**config.mk**
```make
export PLATFORM = sky130hd
export DESIGN_NAME = rtcsc_top
export DESIGN_NICKNAME = d
export VERILOG_FILES = /design/src/rtcsc_pkg.sv /design/src/rtcsc_top.sv
export SDC_FILE = /design/constraint.sdc
export NUM_CORES = 1
export LEC_CHECK = 0
export BUFFER_PORTS_ARGS = -buffer_cell sky130_fd_sc_hd__buf_2
export CAP_MARGIN = 25
export CORE_MARGIN = 3
export CORE_UTILIZATION = 45
export CTS_CLUSTER_SIZE = 40
export DETAILED_ROUTE_END_ITERATION = 16
export PLACE_DENSITY = 0.66
export REMOVE_ABC_BUFFERS = 1
export SYNTH_ARGS = -nofsm -noshare
export SYNTH_HDL_FRONTEND = slang
export SYNTH_SLANG_ARGS = --single-unit
```
**constraint.sdc**
```tcl
create_clock -name aclk -period 15.8 [get_ports aclk]
set_clock_uncertainty 0.15 [all_clocks]
set_input_delay 3.16 -clock aclk [delete_from_list [all_inputs] [get_ports aclk]]
set_output_delay 3.16 -clock aclk [all_outputs]
set_load 0.03 [all_outputs]
```
**src/rtcsc_pkg.sv**
```systemverilog
// rtcsc_pkg: offsets, field positions, reset values, carriers and states
// for the sub-second, shift, timestamp and calibration register block.
// assumes a 32-bit AXI4-Lite register bus with byte addresses.
package rtcsc_pkg;

   // register byte offsets
   localparam int          AXI_AW     = 8;
   localparam logic [7:0]  OFF_KEY    = 8'h24;
   localparam logic [7:0]  OFF_SSR    = 8'h28;
   localparam logic [7:0]  OFF_SHIFT  = 8'h2c;
   localparam logic [7:0]  OFF_TST    = 8'h30;
   localparam logic [7:0]  OFF_TSD    = 8'h34;
   localparam logic [7:0]  OFF_TSSS   = 8'h38;
   localparam logic [7:0]  OFF_CAL    = 8'h3c;

   // field positions and widths
   localparam int          ADD1_BIT   = 31;
   localparam int          FRAC_W     = 15;
   localparam int          MINUS_W    = 9;
   localparam int          PRE_S_W    = 15;
   localparam int          PRE_A_W    = 7;
   localparam int          SS_W       = 16;

   // unlock key bytes, written in this order
   localparam logic [7:0]  KEY_FIRST  = 8'hca;
   localparam logic [7:0]  KEY_SECOND = 8'h53;

   // calibration: insert period 2^11, masking window 2^20 kernel pulses
   localparam int          INS_LOG    = 11;
   localparam int          WIN_LOG    = 20;

   // reset values and bus response codes
   localparam logic [15:0] SS_RST     = 16'h0000;
   localparam logic [31:0] REG_RST    = 32'h0000_0000;
   localparam logic [1:0]  RESP_OKAY  = 2'b00;
   localparam logic [1:0]  RESP_SLV   = 2'b10;

   typedef struct packed {
      logic       pm;
      logic [1:0] hour_tens;
      logic [3:0] hour_units;
      logic [2:0] minute_tens;
      logic [3:0] minute_units;
      logic [2:0] second_tens;
      logic [3:0] second_units;
   } rtcsc_time_s;

   typedef struct packed {
      logic [2:0] weekday_code;
      logic       month_tens;
      logic [3:0] month_units;
      logic [1:0] date_tens;
      logic [3:0] date_units;
   } rtcsc_date_s;

   typedef struct packed {
      logic               calibration_plus;
      logic               eight_second_window;
      logic               sixteen_second_window;
      logic [MINUS_W-1:0] calibration_minus;
   } rtcsc_cal_s;

   localparam rtcsc_cal_s CAL_RST = '0;

   typedef enum logic [2:0] {
      LK_CLOSED = 3'b001,
      LK_HALF   = 3'b010,
      LK_OPEN   = 3'b100
   } rtcsc_lock_e;

endpackage

```
**src/rtcsc_top.sv**
```systemverilog
// rtcsc_top: prescaler counters with smooth calibration, atomic time
// shift, sub-second shadow, timestamp capture and write protection.
// assumes kernel_tick, timestamp_event and calendar values come from
// logic on aclk; backup_resetn is the backup-domain reset on aclk.
//
// Behaviour
// key register reads as zero whatever was written
// sub-second register shows synchronous prescaler counter in bits 15:0
// fraction elapsed is (reload minus count) over (reload plus one)
// system reset clears sub-second shadow only when shadow bypass off
// count above reload only after a shift; true time one second earlier
// writing one to bit 31 adds a second; bit reads zero
// shift writes ignored while a shift is pending
// fraction field added to down counter, delaying clock; reads zero
// add-second with fraction gives one atomic advance
// fraction write clears the shadow-synchronised flag
// timestamp registers cleared while timestamp flag is clear
// timestamp time packed in BCD at documented positions
// timestamp date packed with weekday and BCD fields
// timestamp event captures prescaler counter into stamp sub-second
// plus bit inserts one kernel pulse every 2048 pulses
// minus field masks that many pulses per 2^20 pulses
// net pulses per 32 s equal 512 times plus minus field
// eight-second window forces minus bits 1:0 to zero
// sixteen-second window forces minus bit 0 to zero
// software never sets sixteen-second window with eight-second set
// shift pending set on shift write, cleared once executed
// shadow-synchronised flag set on each shadow copy
// shift and calibration writes need the unlock key sequence
//
// Added by the designer: register access over AXI4-Lite.
`timescale 1ns/1ps
module rtcsc_top (
   input  wire logic                          aclk,
   input  wire logic                          aresetn,
   input  wire logic                          backup_resetn,
   input  wire logic [rtcsc_pkg::AXI_AW-1:0]  awaddr,
   input  wire logic [2:0]                    awprot,
   input  wire logic                          awvalid,
   output logic                               awready,
   input  wire logic [31:0]                   wdata,
   input  wire logic [3:0]                    wstrb,
   input  wire logic                          wvalid,
   output logic                               wready,
   output logic [1:0]                         bresp,
   output logic                               bvalid,
   input  wire logic                          bready,
   input  wire logic [rtcsc_pkg::AXI_AW-1:0]  araddr,
   input  wire logic [2:0]                    arprot,
   input  wire logic                          arvalid,
   output logic                               arready,
   output logic [31:0]                        rdata,
   output logic [1:0]                         rresp,
   output logic                               rvalid,
   input  wire logic                          rready,
   input  wire logic                          kernel_tick,
   input  wire logic [rtcsc_pkg::PRE_A_W-1:0] async_prescaler_reload,
   input  wire logic [rtcsc_pkg::PRE_S_W-1:0] sync_prescaler_reload,
   input  wire logic                          shadow_bypass,
   input  wire logic                          timestamp_event,
   input  wire logic                          timestamp_flag_clear,
   input  wire rtcsc_pkg::rtcsc_time_s        calendar_time,
   input  wire rtcsc_pkg::rtcsc_date_s        calendar_date,
   output logic                               shadow_synced_flag,
   output logic                               shift_pending_flag,
   output logic                               timestamp_flag,
   output logic                               second_tick,
   output logic [rtcsc_pkg::SS_W-1:0]         subsecond_value
);
   import rtcsc_pkg::*;

   logic [AXI_AW-1:0]  aw_addr;
   logic               aw_held;
   logic [31:0]        w_data;
   logic [3:0]         w_strb;
   logic               w_held;
   logic               wr_fire;
   logic [31:0]        wr_word;
   logic               unlocked;
   rtcsc_lock_e        lock_state;
   rtcsc_cal_s         cal;
   logic               add_whole_second;
   logic [FRAC_W-1:0]  fraction_subtract;
   logic               shift_accept;
   logic [19:0]        cal_count;
   logic [19:0]        win_pos;
   logic [19:0]        mask_limit;
   logic               ins_pulse;
   logic               mask_pulse;
   logic [1:0]         pulses;
   logic [PRE_A_W-1:0] apre_cnt;
   logic [7:0]         apre_sum;
   logic               apre_tick;
   logic [SS_W-1:0]    ss;
   logic [SS_W-1:0]    ss_shadow;
   logic               shadow_copy;
   rtcsc_time_s        ts_time;
   rtcsc_date_s        ts_date;
   logic [SS_W-1:0]    ts_ss;

   // merge written bytes over an old word
   function automatic logic [31:0] merge(input logic [31:0] old,
                                         input logic [31:0] nw,
                                         input logic [3:0]  be);
      logic [31:0] r;
      r = old;
      for (int i = 0; i < 4; i++) begin
         if (be[i]) begin
            r[8*i +: 8] = nw[8*i +: 8];
         end
      end
      return r;
   endfunction

   // write address and data are taken independently
   assign awready = !aw_held && !bvalid;
   assign wready  = !w_held && !bvalid;
   assign wr_fire = aw_held && w_held && !bvalid;
   assign unlocked = (lock_state == LK_OPEN);

   always_ff @(posedge aclk) begin
      if (!aresetn) begin
         aw_held <= 1'b0;
         aw_addr <= '0;
      end else if (awvalid && awready) begin
         aw_held <= 1'b1;
         aw_addr <= awaddr;
      end else if (wr_fire) begin
         aw_held <= 1'b0;
      end
   end

   always_ff @(posedge aclk) begin
      if (!aresetn) begin
         w_held <= 1'b0;
         w_data <= REG_RST;
         w_strb <= 4'h0;
      end else if (wvalid && wready) begin
         w_held <= 1'b1;
         w_data <= wdata;
         w_strb <= wstrb;
      end else if (wr_fire) begin
         w_held <= 1'b0;
      end
   end

   // write response one cycle after both halves are held
   always_ff @(posedge aclk) begin
      if (!aresetn) begin
         bvalid <= 1'b0;
         bresp  <= RESP_OKAY;
      end else if (wr_fire) begin
         bvalid <= 1'b1;
         case (aw_addr[7:2])
            OFF_KEY[7:2], OFF_SSR[7:2], OFF_SHIFT[7:2], OFF_TST[7:2],
            OFF_TSD[7:2], OFF_TSSS[7:2], OFF_CAL[7:2]: bresp <= RESP_OKAY;
            default: bresp <= RESP_SLV;
         endcase
      end else if (bready) begin
         bvalid <= 1'b0;
      end
   end

   // key sequence state; any other key byte closes the lock
   always_ff @(posedge aclk) begin
      if (!aresetn) begin
         lock_state <= LK_CLOSED;
      end else if (wr_fire && aw_addr[7:2] == OFF_KEY[7:2] && w_strb[0]) begin
         case (lock_state)
            LK_CLOSED: lock_state <= (w_data[7:0] == KEY_FIRST) ? LK_HALF : LK_CLOSED;
            LK_HALF:   lock_state <= (w_data[7:0] == KEY_SECOND) ? LK_OPEN : LK_CLOSED;
            LK_OPEN:   lock_state <= LK_CLOSED;
            default:   lock_state <= LK_CLOSED;
         endcase
      end
   end

   // written word merged over the old value; only calibration keeps bytes
   assign wr_word = merge((aw_addr[7:2] == OFF_CAL[7:2])
                          ? {16'h0, cal.calibration_plus, cal.eight_second_window,
                             cal.sixteen_second_window, 4'h0, cal.calibration_minus}
                          : REG_RST, w_data, w_strb);

   // calibration register, protected; window bits force low minus bits

   always_ff @(posedge aclk) begin
      if (!backup_resetn) begin
         cal <= CAL_RST;
      end else if (wr_fire && unlocked && aw_addr[7:2] == OFF_CAL[7:2]) begin
         cal.calibration_plus      <= wr_word[15];
         cal.eight_second_window   <= wr_word[14];
         cal.sixteen_second_window <= wr_word[13];
         cal.calibration_minus[8:2] <= wr_word[8:2];
         cal.calibration_minus[1]  <= wr_word[1] && !wr_word[14];
         cal.calibration_minus[0]  <= wr_word[0] && !wr_word[14] && !wr_word[13];
      end
   end

   // shift request: accepted only when unlocked and nothing pending
   assign shift_accept = wr_fire && unlocked && !shift_pending_flag
                         && aw_addr[7:2] == OFF_SHIFT[7:2];

   always_ff @(posedge aclk) begin
      if (!backup_resetn) begin
         shift_pending_flag <= 1'b0;
         add_whole_second  <= 1'b0;
         fraction_subtract <= '0;
      end else if (shift_accept) begin
         shift_pending_flag <= 1'b1;
         add_whole_second  <= wr_word[ADD1_BIT];
         fraction_subtract <= wr_word[FRAC_W-1:0];
      end else if (shift_pending_flag && !apre_tick) begin
         shift_pending_flag <= 1'b0;
      end
   end

   // kernel pulse count, one insert per 2^11 and masks per window
   always_ff @(posedge aclk) begin
      if (!backup_resetn) begin
         cal_count <= '0;
      end else if (kernel_tick) begin
         cal_count <= cal_count + 20'h1;
      end
   end

   always_comb begin
      if (cal.eight_second_window) begin
         win_pos    = {2'b00, cal_count[17:0]};
         mask_limit = {13'h0, cal.calibration_minus[8:2]};
      end else if (cal.sixteen_second_window) begin
         win_pos    = {1'b0, cal_count[18:0]};
         mask_limit = {12'h0, cal.calibration_minus[8:1]};
      end else begin
         win_pos    = cal_count[WIN_LOG-1:0];
         mask_limit = {11'h0, cal.calibration_minus};
      end
   end

   assign ins_pulse  = cal.calibration_plus && cal_count[INS_LOG-1:0] == '0;
   assign mask_pulse = win_pos < mask_limit;

   // net pulses this cycle: 0, 1 or 2
   always_comb begin
      if (!kernel_tick) begin
         pulses = 2'd0;
      end else if (ins_pulse && !mask_pulse) begin
         pulses = 2'd2;
      end else if (!ins_pulse && mask_pulse) begin
         pulses = 2'd0;
      end else begin
         pulses = 2'd1;
      end
   end

   // asynchronous prescaler, steps by the calibrated pulse count
   assign apre_sum  = {1'b0, apre_cnt} + {6'h0, pulses};
   assign apre_tick = apre_sum > {1'b0, async_prescaler_reload};

   always_ff @(posedge aclk) begin
      if (!backup_resetn) begin
         apre_cnt <= '0;
      end else if (apre_tick) begin
         apre_cnt <= 7'(apre_sum - {1'b0, async_prescaler_reload} - 8'h1);
      end else begin
         apre_cnt <= apre_sum[PRE_A_W-1:0];
      end
   end

   // synchronous down counter; a pending shift runs on a quiet cycle
   always_ff @(posedge aclk) begin
      if (!backup_resetn) begin
         ss <= SS_RST;
      end else if (apre_tick) begin
         ss <= (ss == '0) ? {1'b0, sync_prescaler_reload} : ss - 16'h1;
      end else if (shift_pending_flag) begin
         ss <= ss + {1'b0, fraction_subtract};
      end
   end

   // second carry to the calendar, also the add-second shift
   always_ff @(posedge aclk) begin
      if (!backup_resetn) begin
         second_tick <= 1'b0;
      end else begin
         second_tick <= (apre_tick && ss == '0)
                        || (shift_pending_flag && !apre_tick && add_whole_second);
      end
   end

   assign subsecond_value = ss;

   // shadow copy on each prescaler step, held off by shift or bypass
   assign shadow_copy = apre_tick && !shift_pending_flag && !shadow_bypass;

   always_ff @(posedge aclk) begin
      if (!backup_resetn || (!aresetn && !shadow_bypass)) begin
         ss_shadow <= SS_RST;
      end else if (shadow_copy) begin
         ss_shadow <= (ss == '0) ? {1'b0, sync_prescaler_reload} : ss - 16'h1;
      end
   end

   // synchronised flag: set wins over every clear
   always_ff @(posedge aclk) begin
      if (!backup_resetn) begin
         shadow_synced_flag <= 1'b0;
      end else if (shadow_copy) begin
         shadow_synced_flag <= 1'b1;
      end else if (shift_accept || shift_pending_flag || shadow_bypass) begin
         shadow_synced_flag <= 1'b0;
      end
   end

   // timestamp flag: event wins over clear
   always_ff @(posedge aclk) begin
      if (!backup_resetn) begin
         timestamp_flag <= 1'b0;
      end else if (timestamp_event) begin
         timestamp_flag <= 1'b1;
      end else if (timestamp_flag_clear) begin
         timestamp_flag <= 1'b0;
      end
   end

   // captured values, emptied while the flag is clear
   always_ff @(posedge aclk) begin
      if (!backup_resetn) begin
         ts_time <= '0;
         ts_date <= '0;
         ts_ss   <= SS_RST;
      end else if (timestamp_event) begin
         ts_time <= calendar_time;
         ts_date <= calendar_date;
         ts_ss   <= ss;
      end else if (!timestamp_flag || timestamp_flag_clear) begin
         ts_time <= '0;
         ts_date <= '0;
         ts_ss   <= SS_RST;
      end
   end

   // read channel, one read at a time, answer the cycle after taking
   assign arready = !rvalid;

   always_ff @(posedge aclk) begin
      if (!aresetn) begin
         rvalid <= 1'b0;
         rdata  <= REG_RST;
         rresp  <= RESP_OKAY;
      end else if (arvalid && arready) begin
         rvalid <= 1'b1;
         rresp  <= RESP_OKAY;
         case (araddr[7:2])
            OFF_KEY[7:2]:   rdata <= REG_RST;
            OFF_SSR[7:2]:   rdata <= {16'h0, shadow_bypass ? ss : ss_shadow};
            OFF_SHIFT[7:2]: rdata <= REG_RST;
            OFF_TST[7:2]:   rdata <= {9'h0, ts_time.pm, ts_time.hour_tens,
                                      ts_time.hour_units, 1'b0, ts_time.minute_tens,
                                      ts_time.minute_units, 1'b0, ts_time.second_tens,
                                      ts_time.second_units};
            OFF_TSD[7:2]:   rdata <= {16'h0, ts_date.weekday_code, ts_date.month_tens,
                                      ts_date.month_units, 2'b00, ts_date.date_tens,
                                      ts_date.date_units};
            OFF_TSSS[7:2]:  rdata <= {16'h0, ts_ss};
            OFF_CAL[7:2]:   rdata <= {16'h0, cal.calibration_plus,
                                      cal.eight_second_window, cal.sixteen_second_window,
                                      4'h0, cal.calibration_minus};
            default: begin
               rdata <= REG_RST;
               rresp <= RESP_SLV;
            end
         endcase
      end else if (rready) begin
         rvalid <= 1'b0;
      end
   end
endmodule

```
==> results of run 1 <==
[metrics by stage]
stage / instances / power [W]
3_3_place_gp: 1623 / 0.000803
5_1_grt: 1660 / 0.00131
4_1_cts: 1656 / 0.00127
3_5_place_dp: 1624 / 0.000807
6_report: 1661 / 0.00126
2_1_floorplan: 1177 / 0.000723
[cells in the mapped netlist (18+ instances only)]
cell	number	area, um^2
a211oi_1	34	255
nor2_1	151	567
o21ai_0	55	275
a21oi_1	94	470
nand2_1	108	405
nor2b_1	21	131
a22oi_1	52	390
ha_1	38	475
inv_1	34	128
mux2i_1	45	450
nand3_1	39	195
a21boi_0	34	255
nor3_1	18	90.1
xor2_1	25	219
clkbuf_1	84	315
dfxtp_1	200	4000
[cells by family (layout without fill, tap and decap cells)]
logic type,after synthesis,after routing
simple gates,436,436
compound gates,365,365
flops,200,200
buf+inv,139,231
mux,47,47
xor+xnor,42,42
fa+ha+maj,41,41
other cells,1,14
[registers in the layout, summed over array words and instances, names as in the netlist, 6 cells and up]
register	count
rdata	23
ts_time	21
cal_count	20
w_data	17
ss_shadow	16
subsecond_value	16
ts_ss	16
fraction_subtract	15
ts_date	14
cal	12
apre_cnt	7
aw_addr	6
[cell type report]
type / instances / area (um^2) / area share (%)
Timing Repair Buffer: 164 / 888 / 7.45
Inverter: 35 / 133 / 1.11
Sequential cell: 200 / 4000 / 33.6
Clock inverter: 13 / 183 / 1.53
Antenna cell: 3 / 7.51 / 0.0630
Multi-Input combinational cell: 942 / 5910 / 49.6
Clock buffer: 19 / 433 / 3.63
Tap cell: 285 / 357 / 2.99
[routing by layer]
metal  vias up  GRT usage, %  share of wire [%]
met4         0          5.98                1.2
met1      4435          32.3                 48
li1       4711             -                  -
met2       270          35.0                 45
met5         -             0                  0
met3        22          3.59                5.6
[worst min-delay path: stages (launching register included)]
cell	delay [ns]
dfxtp_1	0.32
nand2_1	0.05
a21oi_1	0.05
[power groups by stage]
| stage | Sequential, W | Combinational, W | Clock [W] |
|---|---|---|---|
| final | 0.000547 | 0.000252 | 0.000461 |
| after global routing | 0.000550 | 0.000277 | 0.000486 |
| after CTS | 0.000547 | 0.000250 | 0.000468 |
| after detailed placement | 0.000559 | 0.000248 | 0 |
| after global placement | 0.000558 | 0.000245 | 0 |
| after floorplan | 0.000565 | 0.000157 | 0 |
[worst max path at each step]
stage | start | end | slack [ns] | cells past startpoint
3_5_place_dp | kernel_tick | ss_shadow[6]$_SDFFE_PP0P_ | 8.95 | 15
5_1_grt | kernel_tick | ss_shadow[6]$_SDFFE_PP0P_ | 9.01 | 15
2_1_floorplan | kernel_tick | ss_shadow[6]$_SDFFE_PP0P_ | 8.75 | 13
6_report | kernel_tick | ss_shadow[6]$_SDFFE_PP0P_ | 9.38 | 15
3_3_place_gp | kernel_tick | ss_shadow[8]$_SDFFE_PP0P_ | 9.00 | 15
4_1_cts | kernel_tick | ss_shadow[8]$_SDFFE_PP0P_ | 9.41 | 15
==> qor.csv, run 1 <==
metric,value,unit
antenna_found_initial,2,
drive_gt1_share,15.2,%
io_pins,188,
wl_per_cell,17.2,um
synth_compound_area_share,23.0,%
grt_pass1_wl,45400,um
ir_worst_vdd,0.0000693,V
critPathMaxFanout,31,
syn_area,0.0104,mm^2
nets,1528,
status,"finished, final reports clean",
cts_setup_buffers,0,
maxSlewViolCount,0,
power_frac_comb,20.0,%
hp-start,ts_date[1]$_SDFFE_PN0P_,
ant_nets,0,
cp-start-kind,primary input,
cts_tree,yes,
postLayoutCellArea,0.0119,mm^2
gp_congestion,0.853,
intPower,0.000859,W
relSlewSlack,42.2,%
placed_area,0.0113,mm^2
hpwlAfterDp,20000,um
synth_edf_count,0,
synth_ff_type,dfxtp_1,
switching_power,0.000401,W
num_rows,55,
fp.dieH,158,um
holdWs,0.307,ns
start_util,46.0,%
max_cap_viol_count,0,
rsz0062_at_grt,no,
ctsHoldBuffers,0,
clkPwrFrac,36.6,%
drt_iter0_drc,722,
grt_start_max_net_pins,78,
chipWidth,158,um
yosysWarnings,0,
rrSetupSlack,9.78,ns
reg2reg_depth,25,
dieArea,0.0251,mm^2
layout_common_cells,"200 x dfxtp_1, 151 x nor2_1, 150 x buf_2, 108 x nand2_1, 94 x a21oi_1",
track_usage,22.4,%
utilization,52.5,%
synth_mux_area_share,4.53,%
dr_total_vias,9438,
critPathSlowestCell,ha_1,
cts_root_buf,clkbuf_16,
cp.arrival,6.61,ns
synth_top_family_by_area,compound AO/OA/AOI/OAI gates,
period_minus_slack,6.42,ns
power_density,106,mW/mm^2
async_reset_ff_share,0,%
holdPathStages,2,
hold_viol,0,
cts_made_buffers,17,
synth_fa_ha_area_share,5.13,%
synthSimpleGateAreaFrac,19.9,%
clkSinkCount,200,
final.setup.worst_slack,9.38,ns
dp_slack,8.95,ns
ys_seq_elements,200,
critPathRequiredTime,15.98,ns
worst_pin_slew,0.864,ns
synth_cell_type_count,67,
drc,0,
grt_pass1_vias,8643,
hold_class,reg -> reg,
p_seq_share,43.4,%
n_fill_cell,2238,
synth_seq_area_share,38.3,%
crit_path_end_kind,flip-flop,
clock_latency,0.44,ns
worstPathCellList,"buf_2, and2_1, ha_1, inv_1, fa_1, nor2_1, nand3_1, xnor2_1, ha_1, nand3_1, a21o_1, o21ai_2, buf_4, a21boi_0, o21ba_2",
synth-xor-area-share,3.52,%
synth_area_per_cell,8.22,um^2
synthCells,1271,
r2r_end,ss_shadow[6]$_SDFFE_PP0P_,
tns,0,ns
crit_type,in -> reg,
grt_remaining_overflow,0,
timing.rr.start,cal[9]$_SDFFE_PN0P_,
fmax,156,MHz
path_clk_slew,0.08,ns
leakagePower,4.83,nW
final_common_cell,dfxtp_1,
crit_buf_inv,3,
finalSetupViolCount,0,
crit_family,compound AO/OA/AOI/OAI gates,
slowest_delay,0.43,ns
cts_resized,0,
drt-total-wl,28600,um
fin_crit_sh,40.6,%
io_buffers,150,
cts_buffer_depth,2,
min_to,rdata[1]$_SDFFE_PN0P_,
via_per_inst,5.68,
firstDrtPassIters,6,
core_area,0.0227,mm^2
netSwitchingFraction,31.8,%
area_growth,14.1,%
cts_max_level,4,
Note: power is estimated with default switching activity, not from simulation.
==> run 2, diff against run 1 <==
- PLACE_DENSITY: 0.66 -> 0.68
- clock period: 15.8 -> 5.5 ns (I/O delays scaled with it)
==> qor.csv, run 2 (same netlist as run 1, synthesis figures left out) <==
metric,value,unit,change
cts_max_level,4,,unchanged
track_usage,22.5,%,+0.044 points
drc,0,,unchanged
core_area,0.0227,mm^2,unchanged
hold_viol,0,,unchanged
fp.dieH,158,um,unchanged
postLayoutCellArea,0.0120,mm^2,+0.36%
grt_remaining_overflow,0,,unchanged
fmax,194,MHz,
io_pins,188,,unchanged
grt_start_max_net_pins,69,,-12%
cp-startpoint,cal[10]$_SDFFE_PN0P_,,
crit_path_end_kind,flip-flop,,
hpwlAfterDp,20500,um,+2.8%
fin_crit_sh,94.0,%,
r2r_end,ss_shadow[0]$_SDFFE_PP0P_,,
power_density,298,mW/mm^2,+180%
area_growth,14.5,%,
fin_cells,1667,,+0.36%
maxSlewViolCount,0,,unchanged
top_register,rdata,,
worstPathCellList,"buf_4, nor2_1, a21oi_1, ha_1, o21ai_0, nand2b_1, a211oi_1, o21ai_0, ha_1, and2_1, ha_1, inv_1, fa_1, nor2_2, nand3_1, xnor2_1, ha_2, a21oi_2, nand2_1, a32oi_2, o21a_2, buf_12, nor2_1, a211oi_2",,
ctsHoldBuffers,0,,unchanged
hold_class,reg -> reg,,
largest_reg_flops,23,,unchanged
rsz0062_at_grt,no,,
nets,1536,,+0.52%
cts_made_buffers,17,,unchanged
timing.rr.start,cal[10]$_SDFFE_PN0P_,,
num_rows,55,,unchanged
cts_root_buf,clkbuf_16,,
cp-start-kind,flip-flop,,
reg_top3,"rdata x23, ts_time x21, cal_count x20",,
n_fill_cell,2200,,-1.7%
leakagePower,4.85,nW,+0.49%
chipWidth,158,um,unchanged
final_common_cell,dfxtp_1,,
dieArea,0.0251,mm^2,unchanged
crit_type,reg -> reg,,
placed_area,0.0113,mm^2,+0.64%
status,"finished, final reports clean",,
io_buffers,150,,unchanged
cts_tree,yes,,
period_minus_slack,5.17,ns,
drt_iter0_drc,625,,-13%
dpl.cell_count,1633,,+0.55%
reg2reg_depth,24,,-4.0%
total_power,0.00356,W,+180%
layout_common_cells,"198 x dfxtp_1, 150 x nor2_1, 150 x buf_2, 108 x nand2_1, 93 x a21oi_1",,
clock_latency,0.44,ns,about the same
tns,0,ns,unchanged
critical_path.most_common_cell,ha_1,,
drt-total-wl,28700,um,+0.58%
dr_total_vias,9547,,+1.2%
critPathSlowestCell,dfxtp_1,,
cp-endpoint,ss_shadow[0]$_SDFFE_PP0P_,,
firstDrtPassIters,6,,unchanged
critPathMaxFanout,32,,+3.2%
critPathRequiredTime,5.70,ns,-10.28 ns
relSlewSlack,31.1,%,-11 points
finalSetupViolCount,0,,unchanged
antenna_found_initial,2,,unchanged
holdWs,0.305,ns,-0.00188 ns
path_clk_slew,0.07,ns,about the same
ant_nets,0,,unchanged
cts_buffer_depth,2,,unchanged
grt_pass1_wl,45700,um,+0.70%
cp.arrival,5.36,ns,-1.25 ns
start_util,46.0,%,unchanged
gp_congestion,0.859,,+0.71%
worst_pin_slew,1.03,ns,+0.164 ns
via_per_inst,5.73,,+0.79%
rrSetupSlack,0.33,ns,-9.45 ns
ir_worst_vdd,0.000175,V,+150%
grt_pass1_vias,8728,,+0.98%
drive_gt1_share,16.3,%,+1.1 points
max_cap_viol_count,0,,unchanged
slowest_delay,0.54,ns,+0.11 ns
wl_per_cell,17.2,um,+0.22%
clkSinkCount,200,,unchanged
-- run 2: cell types whose count changed in the layout (fill, tap and decap cells not counted), sizes merged --
| cell | delta |
|---|---|
| buf | +8 |
| bufinv | -1 |
| clkbuf | -1 |
| clkinv | -2 |
| clkinvlp | +1 |
| diode | -1 |
| inv | +2 |
-- run 2: through the flow --
step           utilization, %  worst slack (ns)
2_1_floorplan               -            -0.445
3_3_place_gp             49.9             0.327
3_5_place_dp             49.9             0.235
4_1_cts                  52.5             0.100
5_1_grt                  52.7            0.0210
6_report                 52.7             0.332
-- run 2: power breakdown --
part	internal, W	switching (W)	leakage [nW]	total (W)
clock network	0.000648	0.000617	0.284	0.00126
registers	0.00151	0.0000685	1.63	0.00157
logic	0.000269	0.000455	2.94	0.000724
total	0.00242	0.00114	4.85	0.00356
-- run 2: cell type report --
| cell class | count | area (um^2) | share of cell area, % |
|---|---|---|---|
| Multi-Input combinational cell | 942 | 5940 | 49.6 |
| Sequential cell | 200 | 4010 | 33.5 |
| Timing Repair Buffer | 172 | 941 | 7.87 |
| Clock buffer | 18 | 429 | 3.59 |
| Tap cell | 285 | 357 | 2.98 |
| Clock inverter | 13 | 154 | 1.29 |
| Inverter | 35 | 133 | 1.11 |
| Antenna cell | 2 | 5.00 | 0.0418 |
-- run 2: per-layer routing --
metal	wire length [um]	vias up	GRT usage [%]
met3	1690	32	4.24
met1	13600	4511	31.9
met4	428	0	5.78
li1	-	4734	-
met2	13000	270	35.3
met5	0	-	0
-- run 2: critical path: cells and delay by family (launching register included) --
| kind | cells | cell delay [ns] |
|---|---|---|
| simple gates | 7 | 0.74 |
| buf+inv | 3 | 0.51 |
| fa+ha+maj | 5 | 1.47 |
| flops | 1 | 0.54 |
| xor+xnor | 1 | 0.20 |
| compound gates | 8 | 1.45 |
-- run 2: repair_timing --
item,in CTS,in global routing
setup buffers,0,0
resized for setup,0,8
setup endpoints to repair,0,42
-- run 2: how the worst min path moves through the flow --
stage / startpoint / to / slack (ns) / cells past startpoint
2_1_floorplan: ts_date[0]$_SDFFE_PN0P_ / rdata[0]$_SDFFE_PN0P_ / 0.28 / 2
3_3_place_gp: ts_date[2]$_SDFFE_PN0P_ / rdata[2]$_SDFFE_PN0P_ / 0.29 / 2
3_5_place_dp: ts_date[0]$_SDFFE_PN0P_ / rdata[0]$_SDFFE_PN0P_ / 0.29 / 2
4_1_cts: ts_date[3]$_SDFFE_PN0P_ / rdata[3]$_SDFFE_PN0P_ / 0.31 / 2
5_1_grt: ts_date[2]$_SDFFE_PN0P_ / rdata[2]$_SDFFE_PN0P_ / 0.32 / 2
6_report: ts_date[3]$_SDFFE_PN0P_ / rdata[3]$_SDFFE_PN0P_ / 0.30 / 2
==> run 3, diff against run 2 <==
- BUFFER_PORTS_ARGS: -buffer_cell sky130_fd_sc_hd__buf_2 -> -buffer_cell sky130_fd_sc_hd__buf_4
==> qor.csv, run 3 (same netlist as run 1, synthesis figures left out) <==
metric,value,unit,change
clkSinkCount,200,,unchanged
dp_slack,0.163,ns,-0.0719 ns
finalSetupViolCount,0,,unchanged
hpwlAfterDp,20700,um,+0.71%
dr_total_vias,9508,,-0.41%
r2r_end,ss_shadow[2]$_SDFFE_PP0P_,,
cts_tree,yes,,
cts_max_level,4,,unchanged
dieArea,0.0251,mm^2,unchanged
critPathMaxFanout,18,,-44%
antennaDiodeCount,0,,-2
hp-start,ts_date[4]$_SDFFE_PN0P_,,
clkPwrFrac,34.4,%,-1.1 points
netSwitchingFraction,31.5,%,-0.52 points
switching_power,0.00113,W,-1.3%
drive_gt1_share,16.3,%,+0.024 points
timing.rr.start,cal[9]$_SDFFE_PN0P_,,
critical_path.most_common_cell,ha_1,,
fin_crit_sh,93.7,%,-0.31 points
ir_worst_vdd,0.000186,V,+6.2%
io_pins,188,,unchanged
ant_nets,0,,unchanged
rrSetupSlack,0.35,ns,+0.02 ns
core_area,0.0227,mm^2,unchanged
seqCellArea,0.00401,mm^2,unchanged
hold_viol,0,,unchanged
power_density,290,mW/mm^2,-2.8%
track_usage,22.6,%,+0.10 points
cp-start-kind,flip-flop,,
clock_latency,0.44,ns,about the same
min_to,rdata[4]$_SDFFE_PN0P_,,
maxSlewViolCount,0,,unchanged
crit_type,reg -> reg,,
fmax,194,MHz,+0.33%
worst_pin_slew,1.00,ns,-0.0247 ns
gp_congestion,0.898,,+4.5%
final.setup.worst_slack,0.349,ns,+0.0169 ns
leakagePower,4.95,nW,+2.1%
multi_input_area,0.00595,mm^2,+0.23%
top_register,rdata,,
worstPathCellList,"buf_6, mux2i_1, nor2_1, a21oi_1, ha_1, o21ai_0, nand2b_1, a211oi_1, o21ai_0, ha_1, and2_1, ha_1, inv_1, fa_1, nor2_2, nand3_1, xnor2_2, ha_4, nand3_1, a21o_1, o21a_2, clkbuf_16, or3_1, a21oi_1",,
p_seq_share,44.1,%,about the same
grt_pass1_vias,8845,,+1.3%
status,"finished, final reports clean",,
crit_path_end_kind,flip-flop,,
path_clk_slew,0.07,ns,about the same
nets,1535,,-0.065%
drt-total-wl,29200,um,+1.6%
area_growth,18.2,%,
start_util,46.0,%,unchanged
max_cap_viol_count,0,,unchanged
firstDrtPassIters,5,,-1
largest_reg_flops,23,,unchanged
grt_pass1_wl,46000,um,+0.51%
period_minus_slack,5.15,ns,-0.0169 ns
hold_class,reg -> reg,,
via_per_inst,5.72,,-0.17%
relSlewSlack,32.8,%,+1.7 points
crit_family,adder cells,,
grt_start_max_net_pins,64,,-7.2%
n_fill_cell,2124,,-3.5%
cts_made_buffers,17,,unchanged
power_frac_comb,21.6,%,+1.3 points
reg_top3,"rdata x23, ts_time x21, cal_count x20",,
cp-startpoint,cal[9]$_SDFFE_PN0P_,,
reg2reg_depth,24,,unchanged
chipWidth,158,um,unchanged
final_common_cell,dfxtp_1,,
drc,0,,unchanged
drt_iter0_drc,609,,-2.6%
critPathRequiredTime,5.71,ns,about the same
holdPathStages,2,,unchanged
grt_remaining_overflow,0,,unchanged
cts_buffer_depth,2,,unchanged
fp.dieH,158,um,unchanged
num_rows,55,,unchanged
wl_per_cell,17.5,um,+1.9%
antenna_found_initial,0,,-2
cts_root_buf,clkbuf_16,,
slowest_delay,0.42,ns,-0.12 ns
intPower,0.00245,W,+1.1%
io_buffers,150,,unchanged
crit_buf_inv,3,,unchanged
layout_common_cells,"198 x dfxtp_1, 166 x buf_4, 150 x nor2_1, 108 x nand2_1, 93 x a21oi_1",,
total_power,0.00358,W,+0.35%
cp.arrival,5.36,ns,about the same
critPathSlowestCell,fa_1,,
run 3: metal layers:
| metal | up-vias | share of wire (%) | global-route usage [%] |
|---|---|---|---|
| met1 | 4470 | 47 | 31.9 |
| met4 | 0 | 2.0 | 6.64 |
| met3 | 42 | 5.5 | 4.02 |
| li1 | 4723 | - | - |
| met5 | - | 0 | 0 |
| met2 | 273 | 45 | 35.4 |
run 3: worst min-delay path: cells and delay by family, from the launching register on:
kind	cells	cell delay [ns]
compound gates	1	0.05
flops	1	0.31
simple gates	1	0.05
run 3: cell type report:
cell class / count / area share (%)
sequential: 200 / 32.4
clock buffer: 17 / 3.44
multi-input combinational: 942 / 48.2
clock inverter: 13 / 1.10
timing repair buffer: 171 / 10.9
inverter: 35 / 1.07
tap: 285 / 2.89
run 3: worst max-delay path by stage:
| stage | to | slack, ns | cells past startpoint |
|---|---|---|---|
| floorplan | ss_shadow[6]$_SDFFE_PP0P_ | -0.44 | 24 |
| global placement | subsecond_value[12]$_SDFFE_PN0P_ | 0.26 | 25 |
| detailed placement | subsecond_value[12]$_SDFFE_PN0P_ | 0.16 | 25 |
| CTS | subsecond_value[12]$_SDFFE_PN0P_ | 0.06 | 25 |
| global route | subsecond_value[12]$_SDFFE_PN0P_ | -0.03 | 25 |
| finish | ss_shadow[2]$_SDFFE_PP0P_ | 0.35 | 24 |
run 3: power by group through the flow:
stage	logic [W]	registers (W)	clock network (W)
after floorplan	0.000452	0.00162	0
after global placement	0.000741	0.00161	0
after detailed placement	0.000749	0.00161	0
after CTS	0.000752	0.00157	0.00125
after global routing	0.000851	0.00158	0.00131
final	0.000771	0.00158	0.00123
run 3: through the flow:
stage / cell area (um^2) / util (%) / hold WS [ns] / setup TNS [ns] / cells
floorplan: 10000 / - / 0.279 / -9.13 / 1177
global placement: 11700 / 51.5 / 0.290 / 0 / 1628
detailed placement: 11700 / 51.5 / 0.294 / 0 / 1628
CTS: 12300 / 54.0 / 0.308 / 0 / 1658
global route: 12300 / 54.4 / 0.317 / -0.0349 / 1663
finish: 12300 / 54.4 / 0.308 / 0 / 1663
run 3: what timing repair did:
action                                  4_1_cts  5_1_grt
gates resized for setup                       0       11
endpoints found under the setup margin        0       42
setup buffers                                 0        3
hold buffers                                  0        0
